### config.mk
export PLATFORM = sky130hd
export DESIGN_NAME = rmb_ctrl
export DESIGN_NICKNAME = d
export VERILOG_FILES = /design/src/rtl/rmb_pkg.sv /design/src/rtl/rmb_ctrl.sv /design/src/rtl/rmb_tx_level.sv
export VERILOG_INCLUDE_DIRS = /design/src /design/src/rtl
export SDC_FILE = /design/constraint.sdc
export NUM_CORES = 1
export LEC_CHECK = 0
export BUFFER_PORTS_ARGS = -buffer_cell sky130_fd_sc_hd__buf_2
export CAP_MARGIN = 20
export CORE_ASPECT_RATIO = 1.25
export CORE_UTILIZATION = 62
export DETAILED_ROUTE_END_ITERATION = 6
export GPL_ROUTABILITY_DRIVEN = 0
export GPL_TIMING_DRIVEN = 1
export PLACE_DENSITY = 0.94
export SLEW_MARGIN = 5
export SYNTH_ARGS = -nofsm -noshare
export SYNTH_HDL_FRONTEND = slang
export SYNTH_SLANG_ARGS = --single-unit
### constraint.sdc
create_clock -name ref_clk_i -period 6.03 [get_ports ref_clk_i]
set_input_delay 0.603 -clock ref_clk_i [delete_from_list [all_inputs] [get_ports ref_clk_i]]
set_output_delay 0.603 -clock ref_clk_i [all_outputs]
set_load 0.005 [all_outputs]
### src/rtl/rmb_defines.svh
/*
  timing counts and reset values of the mode and busy controller.
  assumes a 20 MHz reference clock.
*/
`ifndef RMB_DEFINES_SVH
`define RMB_DEFINES_SVH
`define RMB_CLK_HZ 20000000
`define RMB_SWITCH_US 1000
`define RMB_SETTLE_US 2000
`define RMB_SWITCH_CYC ((`RMB_SWITCH_US * (`RMB_CLK_HZ / 1000000)))
`define RMB_SETTLE_CYC ((`RMB_SETTLE_US * (`RMB_CLK_HZ / 1000000)))
`define RMB_SELFCHK_CYC 64
`define RMB_RELOAD_CYC 32
`define RMB_BUF_DEPTH 400
`define RMB_ADDR_ALL_ONES 16'hFFFF
`define RMB_ADDR_ALL_ZERO 16'h0000
`define RMB_CFG_BAUD 9600
`define RMB_MODE_RST 2'h0
`endif

### src/rtl/rmb_pkg.sv
/*
  types of the mode and busy controller.
  assumes nothing beyond the tool's package support.
*/
package rmb_pkg;
  // operating modes as decoded from the select pins
  typedef enum logic [1:0] {
    RMB_MODE_TRANSP = 2'h0,
    RMB_MODE_WOR_TX = 2'h1,
    RMB_MODE_WOR_RX = 2'h2,
    RMB_MODE_SLEEP = 2'h3
  } rmb_mode_e;
  // controller states, one-hot
  typedef enum logic [3:0] {
    RMB_ST_SELFCHK = 4'h1,
    RMB_ST_RUN = 4'h2,
    RMB_ST_SWITCH = 4'h4,
    RMB_ST_RELOAD = 4'h8
  } rmb_state_e;
  // pending-work flags that each pull busy low
  typedef struct packed {
    logic init;
    logic tx_pend;
    logic rx_out;
  } rmb_busy_s;
  // address filter decision
  typedef struct packed {
    logic bcast_tx;
    logic monitor_rx;
    logic filter_en;
  } rmb_addr_s;
endpackage

### src/rtl/rmb_ctrl.sv
/*
  mode and busy controller: decodes the two select pins, drives the busy
  indicator and defers mode changes until pending work is done.
  assumes the radio, uart and parameter store sit outside and give strobes.
*/
`include "rmb_defines.svh"
`timescale 1ns/100ps
`default_nettype none
module rmb_ctrl (
  input wire logic ref_clk_i,
  input wire logic arst_n_i,
  input wire logic mode_select_low_i,
  input wire logic mode_select_high_i,
  input wire logic [15:0] own_addr_i,
  input wire logic host_wr_i,
  input wire logic radio_take_i,
  input wire logic rx_out_active_i,
  input wire logic cfg_req_i,
  output logic host_ready_o,
  output logic busy_n_o,
  output logic [1:0] mode_o,
  output logic sleep_o,
  output logic cfg_awake_o,
  output logic reload_o,
  output logic [8:0] tx_level_o,
  output logic bcast_tx_o,
  output logic monitor_rx_o,
  output logic filter_en_o,
  output logic [15:0] cfg_baud_o
);
  // ==================================================
  // declarations
  localparam int SW_CYC = `RMB_SWITCH_CYC;
  localparam int ST_CYC = `RMB_SETTLE_CYC;
  rmb_pkg::rmb_state_e state_r;
  rmb_pkg::rmb_mode_e mode_r;
  rmb_pkg::rmb_busy_s busy_s;
  rmb_pkg::rmb_addr_s addr_r;
  logic [1:0] pin_s1_r;
  logic [1:0] pin_s2_r;
  logic [1:0] target_r;
  logic [15:0] cnt_r;
  logic [15:0] high_cnt_r;
  logic busy_n_r;
  logic busy_n_nxt;
  logic [8:0] level;
  logic tx_pend;
  logic work_done;

  // ==================================================
  // helpers
  // decode the synchronised pin pair to a mode
  function automatic rmb_pkg::rmb_mode_e decode_mode(input logic [1:0] pins);
    decode_mode = rmb_pkg::rmb_mode_e'(pins);
  endfunction

  // ==================================================
  // transmit buffer occupancy
  rmb_tx_level u_tx_level (
    .ref_clk_i(ref_clk_i),
    .arst_n_i(arst_n_i),
    .wr_i(host_wr_i),
    .rd_i(radio_take_i),
    .ready_o(host_ready_o),
    .level_o(level)
  );
  assign tx_level_o = level;
  assign tx_pend = (level != 9'h000) || host_wr_i;

  // ==================================================
  // pin synchroniser, two stages
  always_ff @(posedge ref_clk_i or negedge arst_n_i) begin
    if (!arst_n_i) begin
      pin_s1_r <= 2'h0;
      pin_s2_r <= 2'h0;
    end else begin
      pin_s1_r <= {mode_select_high_i, mode_select_low_i};
      pin_s2_r <= pin_s1_r;
    end
  end

  // ==================================================
  // busy combination: low if any busy condition holds
  assign busy_s.init = (state_r == rmb_pkg::RMB_ST_SELFCHK) ||
    (state_r == rmb_pkg::RMB_ST_RELOAD);
  assign busy_s.tx_pend = tx_pend;
  assign busy_s.rx_out = rx_out_active_i;
  assign busy_n_nxt = ~(|busy_s);
  assign work_done = ~busy_s.tx_pend && ~busy_s.rx_out;

  // busy high only says the buffer drained, the last packet may still be on air
  // registered busy so the host sees no glitches; no done flag is made from it
  always_ff @(posedge ref_clk_i or negedge arst_n_i) begin
    if (!arst_n_i) begin
      busy_n_r <= 1'b0;
    end else begin
      busy_n_r <= busy_n_nxt;
    end
  end
  assign busy_n_o = busy_n_r;

  // time busy has stayed high, saturating
  always_ff @(posedge ref_clk_i or negedge arst_n_i) begin
    if (!arst_n_i) begin
      high_cnt_r <= 16'h0000;
    end else if (!busy_n_r) begin
      high_cnt_r <= 16'h0000;
    end else if (high_cnt_r < 16'(ST_CYC)) begin
      high_cnt_r <= high_cnt_r + 16'h0001;
    end
  end

  // ==================================================
  // mode state machine
  always_ff @(posedge ref_clk_i or negedge arst_n_i) begin
    if (!arst_n_i) begin
      state_r <= rmb_pkg::RMB_ST_SELFCHK;
      mode_r <= rmb_pkg::rmb_mode_e'(`RMB_MODE_RST);
      target_r <= 2'h0;
      cnt_r <= 16'h0000;
    end else begin
      unique case (state_r)
        rmb_pkg::RMB_ST_SELFCHK: begin
          // self-check then apply stored parameters, busy held low
          if (cnt_r == 16'(`RMB_SELFCHK_CYC - 1)) begin
            state_r <= rmb_pkg::RMB_ST_RUN;
            mode_r <= decode_mode(pin_s2_r);
            cnt_r <= 16'h0000;
          end else begin
            cnt_r <= cnt_r + 16'h0001;
          end
        end
        rmb_pkg::RMB_ST_RUN: begin
          // pins are only looked at while busy is high
          if (busy_n_r && (pin_s2_r != mode_r)) begin
            target_r <= pin_s2_r;
            state_r <= rmb_pkg::RMB_ST_SWITCH;
            cnt_r <= 16'h0000;
          end
        end
        rmb_pkg::RMB_ST_SWITCH: begin
          if (!work_done || pin_s2_r != target_r) begin
            // new work or a new request restarts the wait
            target_r <= pin_s2_r;
            cnt_r <= 16'h0000;
          end else if (cnt_r >= 16'(SW_CYC - 2) &&
                       (high_cnt_r >= 16'(ST_CYC) || high_cnt_r >= cnt_r)) begin
            // idle switch after 1ms; after a fresh rise wait 2ms of high
            if (mode_r == rmb_pkg::RMB_MODE_SLEEP &&
                target_r != 2'(rmb_pkg::RMB_MODE_SLEEP)) begin
              state_r <= rmb_pkg::RMB_ST_RELOAD;
            end else begin
              state_r <= rmb_pkg::RMB_ST_RUN;
            end
            mode_r <= decode_mode(target_r);
            cnt_r <= 16'h0000;
          end else begin
            cnt_r <= cnt_r + 16'h0001;
          end
        end
        rmb_pkg::RMB_ST_RELOAD: begin
          if (cnt_r == 16'(`RMB_RELOAD_CYC - 1)) begin
            state_r <= rmb_pkg::RMB_ST_RUN;
            cnt_r <= 16'h0000;
          end else begin
            cnt_r <= cnt_r + 16'h0001;
          end
        end
        default: begin
          state_r <= rmb_pkg::RMB_ST_SELFCHK;
          cnt_r <= 16'h0000;
        end
      endcase
    end
  end

  // ==================================================
  // mode outputs
  assign mode_o = mode_r;
  assign reload_o = busy_s.init;
  assign sleep_o = (mode_r == rmb_pkg::RMB_MODE_SLEEP) && !cfg_req_i;
  assign cfg_awake_o = (mode_r == rmb_pkg::RMB_MODE_SLEEP) && cfg_req_i;
  assign cfg_baud_o = 16'(`RMB_CFG_BAUD);

  // ==================================================
  // address filtering decision, registered
  always_ff @(posedge ref_clk_i or negedge arst_n_i) begin
    if (!arst_n_i) begin
      addr_r <= '0;
    end else begin
      addr_r.bcast_tx <= (own_addr_i == `RMB_ADDR_ALL_ONES);
      addr_r.monitor_rx <= (own_addr_i == `RMB_ADDR_ALL_ONES) ||
        (own_addr_i == `RMB_ADDR_ALL_ZERO);
      addr_r.filter_en <= (own_addr_i != `RMB_ADDR_ALL_ONES);
    end
  end
  assign bcast_tx_o = addr_r.bcast_tx;
  assign monitor_rx_o = addr_r.monitor_rx;
  assign filter_en_o = addr_r.filter_en;
endmodule
`default_nettype wire

### src/rtl/rmb_tx_level.sv
/*
  occupancy counter of the transmit buffer: counts bytes written by the
  host and bytes handed to the radio.
  assumes one write and one drain strobe per clock at most.
*/
`include "rmb_defines.svh"
`timescale 1ns/100ps
`default_nettype none
module rmb_tx_level (
  input wire logic ref_clk_i,
  input wire logic arst_n_i,
  input wire logic wr_i,
  input wire logic rd_i,
  output logic ready_o,
  output logic [8:0] level_o
);
  logic [8:0] level_r;
  logic do_wr;
  logic do_rd;
  // ==================================================
  // occupancy tracking
  assign do_wr = wr_i && (level_r < 9'(`RMB_BUF_DEPTH));
  assign do_rd = rd_i && (level_r != 9'h000);
  assign ready_o = (level_r < 9'(`RMB_BUF_DEPTH));
  assign level_o = level_r;
  // count up on write, down on drain
  always_ff @(posedge ref_clk_i or negedge arst_n_i) begin
    if (!arst_n_i) begin
      level_r <= 9'h000;
    end else if (do_wr && !do_rd) begin
      level_r <= level_r + 9'h001;
    end else if (do_rd && !do_wr) begin
      level_r <= level_r - 9'h001;
    end
  end
endmodule
`default_nettype wire

Word-level counts from Yosys, hierarchy flattened
Cells that the tools add are included.

word-level totals
  bits in registers = 57
  latch bits = 0
  RAM bits = 0
  memory bits (read-only) = 0
  output and inout bits = 35
  logic and storage cells = 95
  memories kept = 0

operators by class
  $add $sub $neg = 4
  $mul = 0
  divide/modulo/power cells = 0
  order comparisons = 5
  equal/unequal tests = 19
  shift operators = 0
  mux-type cells = 24
  bitwise gates (word level) = 3
  reduce and logical (&&, ||, !) cells = 28

operators by type and width
  operator                 number
  $mux W16                 7
  $pmux W16 S4             1
  $add A16 B1 Y16 const B  2
  $mux W4                  6
  $mux W9                  2
  $eq A16 B16 Y1 const B   1
  $eq A16 B5 Y1 const B    1
  $eq A16 B6 Y1 const B    1
  $ge A16 B15 Y1 const B   1
  $ge A16 B16 Y1           1
  $ge A16 B16 Y1 const B   1
  $logic_not A16 Y1        1
  $lt A16 B16 Y1 const B   1
  $ne A16 B16 Y1 const B   1
  $pmux W4 S4              1
  $logic_and A1 B1 Y1      10
  $mux W2                  5
  $ne A2 B2 Y1 const B     5
  $add A9 B1 Y9 const B    1
  $lt A9 B9 Y1 const B     1
  $reduce_bool A9 Y1       1
  $sub A9 B1 Y9 const B    1
  $pmux W2 S2              2
  $ne A2 B1 Y1 const B     3
  14 further kinds         26

Longest topological paths before layout
  depth in word-level cells = 8
  gate-level depth with buffers = 12

By module
Synthesis repeated with hierarchy kept, for this count alone.

second synthesis, totals
  cell total of the unflattened synthesis = 426
  area total of the unflattened synthesis = 3878.7 um^2

modules (own cells, without submodules)
  module        instances  cells an instance  area each (um^2)  seq. area each (um^2)
  rmb_ctrl      1          341                3093.0            1202.4
  rmb_tx_level  1          85                 785.8             225.2

Least setup slack after synthesis
No wires, ideal clock.

  kind = register to register
  start point = reg u_tx_level.level_r[4] (netlist: u_tx_level.level_o[4])
  end point = reg u_tx_level.level_r[8] (netlist: u_tx_level.level_o[8])
  data arrival time = 3.008 ns
  data required time = 5.943 ns
  slack = 2.935 ns
  stages on the path, launching flop included = 13
  clock period less this slack = 3.095 ns
  cells stage by stage = dfrtp_1 nor3_4 nand3b_1 and2_1 ha_1 inv_1 fa_1 a21o_1 a21oi_1 o21bai_1 a2111o_1 a2111o_1 o211ai_1

between the ends
  longest elaborated chain between the ends = 5

ends and longest elaborated chain
  what                                 RTL line            text
  start, declared                      rmb_tx_level.sv:17  logic [8:0] level_r;
  start signal, assigned               rmb_tx_level.sv:31  level_r <= level_r + 9'h001;
  start signal, assigned               rmb_tx_level.sv:33  level_r <= level_r - 9'h001;
  $lt A9 B9 Y1 (*)                     n/a
  via host_ready_o                     rmb_ctrl.sv:19      output logic host_ready_o,
  $logic_and A1 B1 Y1 (*)              rmb_tx_level.sv:22  assign do_wr = wr_i && (level_r < 9'(`RMB_BUF_DEPTH));
  $logic_not A1 Y1                     rmb_tx_level.sv:32  end else if (do_rd && !do_wr) begin
  $logic_and A1 B1 Y1                  rmb_tx_level.sv:32
  $reduce_bool A2 Y1 (no source line)  n/a

Mark *: on every way through the listed nets, which the timed path passes. The rest lies on a longest branch. The select of a mux whose other input is x is not followed.
A chain may end at the register's enable or synchronous reset.

Worst setup path in the final report
  start point = reg u_tx_level.level_r[4] (netlist: u_tx_level.level_o[4])
  end point = reg u_tx_level.level_r[8] (netlist: u_tx_level.level_o[8])

between the ends
  longest elaborated chain between the ends = 5

ends and longest elaborated chain
  what                                                                   RTL line
  $lt A9 B9 Y1 / $reduce_bool A9 Y1 (equally long branches)              rmb_tx_level.sv:22, rmb_tx_level.sv:23
  $logic_and A1 B1 Y1 (on tied branches)                                 rmb_tx_level.sv:22, rmb_tx_level.sv:23
  $logic_not A1 Y1 (on tied branches)                                    rmb_tx_level.sv:32, rmb_tx_level.sv:30
  $logic_and A1 B1 Y1 (on tied branches)                                 rmb_tx_level.sv:32, rmb_tx_level.sv:30
  $reduce_bool A2 Y1 (no source line) / $mux W9 (equally long branches)  n/a

Parallel ways exist; a longest one is shown, timed or not. The select of a mux whose other input is x is not followed.

==> metrics <==
status=finished, final reports clean; deepest clock path buffer count=2; 1st-iter DRT viols=just over 300; CP startpoint=u_tx_level.level_o[4]$_DFFE_PN0P_; HP Start=mode_select_low_i; LEAKAGE=between 1.5 and 2 nW; Register Area=1430 um^2; multi-input combinational cell area=around 2400 um^2; largest net degree at the start of global routing=58; Power per Cell Area=about 300 nW/um^2; Hold WC Path Type=primary input to flip-flop; Vias=approximately 3600; Ys Warns=0; WP data required=roughly 6300 ps; slew margin rel.=47.7%; Main synth FF type=dfrtp_1; most frequent CP cell=a2111o_1; total grt overflow=0; Area after DPL=4210 um^2; Initial Utilization=roughly 65%; synth top area cells=dfrtp_1, ha_1, nand2_1; nets@finish=533; die width=around 74 um; sequential fraction of the synthesis area=between 30% and 40%; Non-Filler Instances=570; wire per inst=approximately 17 um; Slew Limit Fails=0; layout cells sized above 1=between 10% and 20%; CTS tree=built; Detail Route Antenna Nets=0; fin crit period=3550 ps; Worst Max-Slew Pin Slew=784 ps; commonest cells in the synthesized netlist=dfrtp_1, nand2_1, nor2_1, ha_1, inv_1; Finish-stage setup viols=0; Worst setup EP type=flip-flop; port buffer count=42; Setup CP Type=flip-flop to flip-flop; # hold bufs at CTS=0; fillers=~460; Setup Fix Bufs, Post-CTS=0; post-synth top area share=34.9%; WP data arrival=3820 ps; initial antenna violation count=0; via density per instance=6.40; routed wire length=~10 mm; post-DP HPWL=6.71 mm; Mean Syn Cell Area=9.15 um^2; period utilization=about three fifths; Final Cell Area=~4400 um^2; CP cell instances=nor3_4, nand3b_1, and2_1, ha_1, inv_1, fa_1, a21o_1, a21oi_1, o21bai_1, a2111o_1, a2111o_1, o211ai_1; ys async rst share=100%; CTS H-tree depth=3; max incr delay on CP=around 460 ps; reg2reg start=u_tx_level.level_o[4]$_DFFE_PN0P_; count leader, synth=dfrtp_1; CTS resizes=0; Die H=just over 90 um; CTS Buf Count=9; core box area=around 6200 um^2; post-route setup TNS=0 ps; I/O Pins=between 50 and 60; mapped cell area=approximately 4000 um^2; RSZ-0062 raised after global routing=no; Yosys cell types=slightly above 70; drt first pass iters=6; Worst VDD drop=0.000326 V; area leader, netlist=dfrtp_1; row count=32; cell count after synthesis=between 400 and 500; sum of buffers and inverters on the critical path=1; post-placement cell count=554; drt drc=0; Fin. Hold Viols=0; Total Routing Usage GR=approximately a third; CP Launch Type=flip-flop; critical path's top delay family=compound AO/OA/AOI/OAI gates; global-route wire length before repair=between 15 and 20 mm; # diodes=0; Worst-Skew Late Latency=~360 ps; Area Growth Syn to Fin=10.6%; via count of the first global-routing pass=approximately 3600; # Max-Cap Violations=0; CP max-delay cell=fa_1; Worst Path Max Fanout=10; tightest hold margin=344 ps; clk sinks=57; Worst-path clk slew=70 ps; root buffer cell=clkbuf_8; die area=6800 um^2; number of synthesized flops with an enable pin=0; Worst Skew=7.41 ps; highest clock rate=approximately 280 MHz; #FFs+latches synth=between 50 and 60
==> worst reg2reg max path, delay by kind of cell (launching register included) <==
kind | cells | cell delay (ps)
AO/OA/AOI/OAI | 6 | 1530
adder cells (fa/ha/maj) | 2 | 710
buffers and inverters | 1 | 230
flip-flops | 1 | 440
AND/OR/NAND/NOR | 3 | 550
==> cell usage in the layout, fill, tap and decap left out, types with 9 or more instances in the layout <==
cell       n
nand4_1   14
conb_1    16
dfrtp_1   56
xnor2_1   16
inv_1     26
nor4_1    11
ha_1      28
o22ai_1    9
and2_1    15
clkbuf_8  11
nand3_1   12
o21ai_0   15
nand2_1   39
buf_2     42
o21ai_1    9
nor2_1    30
a21oi_1   13
nor3_1    15
==> worst paths after layout <==
path                       slack (ps)                                end  cells after the start
min reg2reg                       350              pin_s2_r[1]$_DFF_PN0_                      0
min in group asynchronous         380            target_r[1]$_DFFE_PN0P_                      2
max                              2480  u_tx_level.level_o[8]$_DFFE_PN0P_                     12
min                               340              pin_s1_r[0]$_DFF_PN0_                      1
max in group asynchronous        5160         high_cnt_r[12]$_DFFE_PN0P_                      2
max reg2reg                      2480  u_tx_level.level_o[8]$_DFFE_PN0P_                     12
==> routing by layer <==
| layer | vias up | part of all wire [%] | track usage, % |
|---|---|---|---|
| li1 | 1668 | - | - |
| met1 | 1785 | 38 | 36.6 |
| met2 | 157 | 53 | 56.1 |
| met3 | 39 | 5.2 | 5.16 |
| met4 | 0 | 3.1 | 16.3 |
| met5 | - | 0 | 0 |
==> kinds of logic after synthesis <==
logic type / after synthesis / share of synthesized area, %
AOI/OAI and AO/OA: 104 / 18.8
xor gates and xnor gates: 23 / 5.02
adders and majority gates: 29 / 9.22
buffers and inverters: 53 / 6.89
DFF: 57 / 35.6
muxes: 7 / 1.96
other: 2 / 0.187
and+or+nand+nor: 164 / 22.4
==> registers in the layout (all words and copies together), names as in the netlist <==
register / cells
pin_s1_r: 2
pin_s2_r: 2
mode_o: 2
high_cnt_r: 16
monitor_rx_o: 1
cnt_r: 16
target_r: 2
u_tx_level.level_o: 9
busy_n_o: 1
state_r: 4
bcast_tx_o: 1
filter_en_o: 1
==> area by class of cell <==
cell class,count,share of cell area (%)
Multi-Input combinational cell,343,53.2
Tap cell,85,2.39
Clock buffer,11,3.41
Timing Repair Buffer,43,4.90
Inverter,26,2.20
Sequential cell,57,32.1
Clock inverter,5,1.75
==> report_power, final <==
part           switching [mW]  total (mW)  internal (mW)
registers              0.0567       0.474          0.417
logic                   0.223       0.414          0.191
clock network           0.169       0.423          0.254
==> stage by stage <==
step | setup WS [ps] | util, % | power, mW
after floorplan | 2940 | - | 0.763
after global placement | 2800 | 67.9 | 0.852
after detailed placement | 2620 | 67.9 | 0.874
after CTS | 2530 | 71.6 | 1.31
after global routing | 2290 | 71.6 | 1.37
final | 2480 | 71.6 | 1.31
Power figures use the tool's default switching activity.
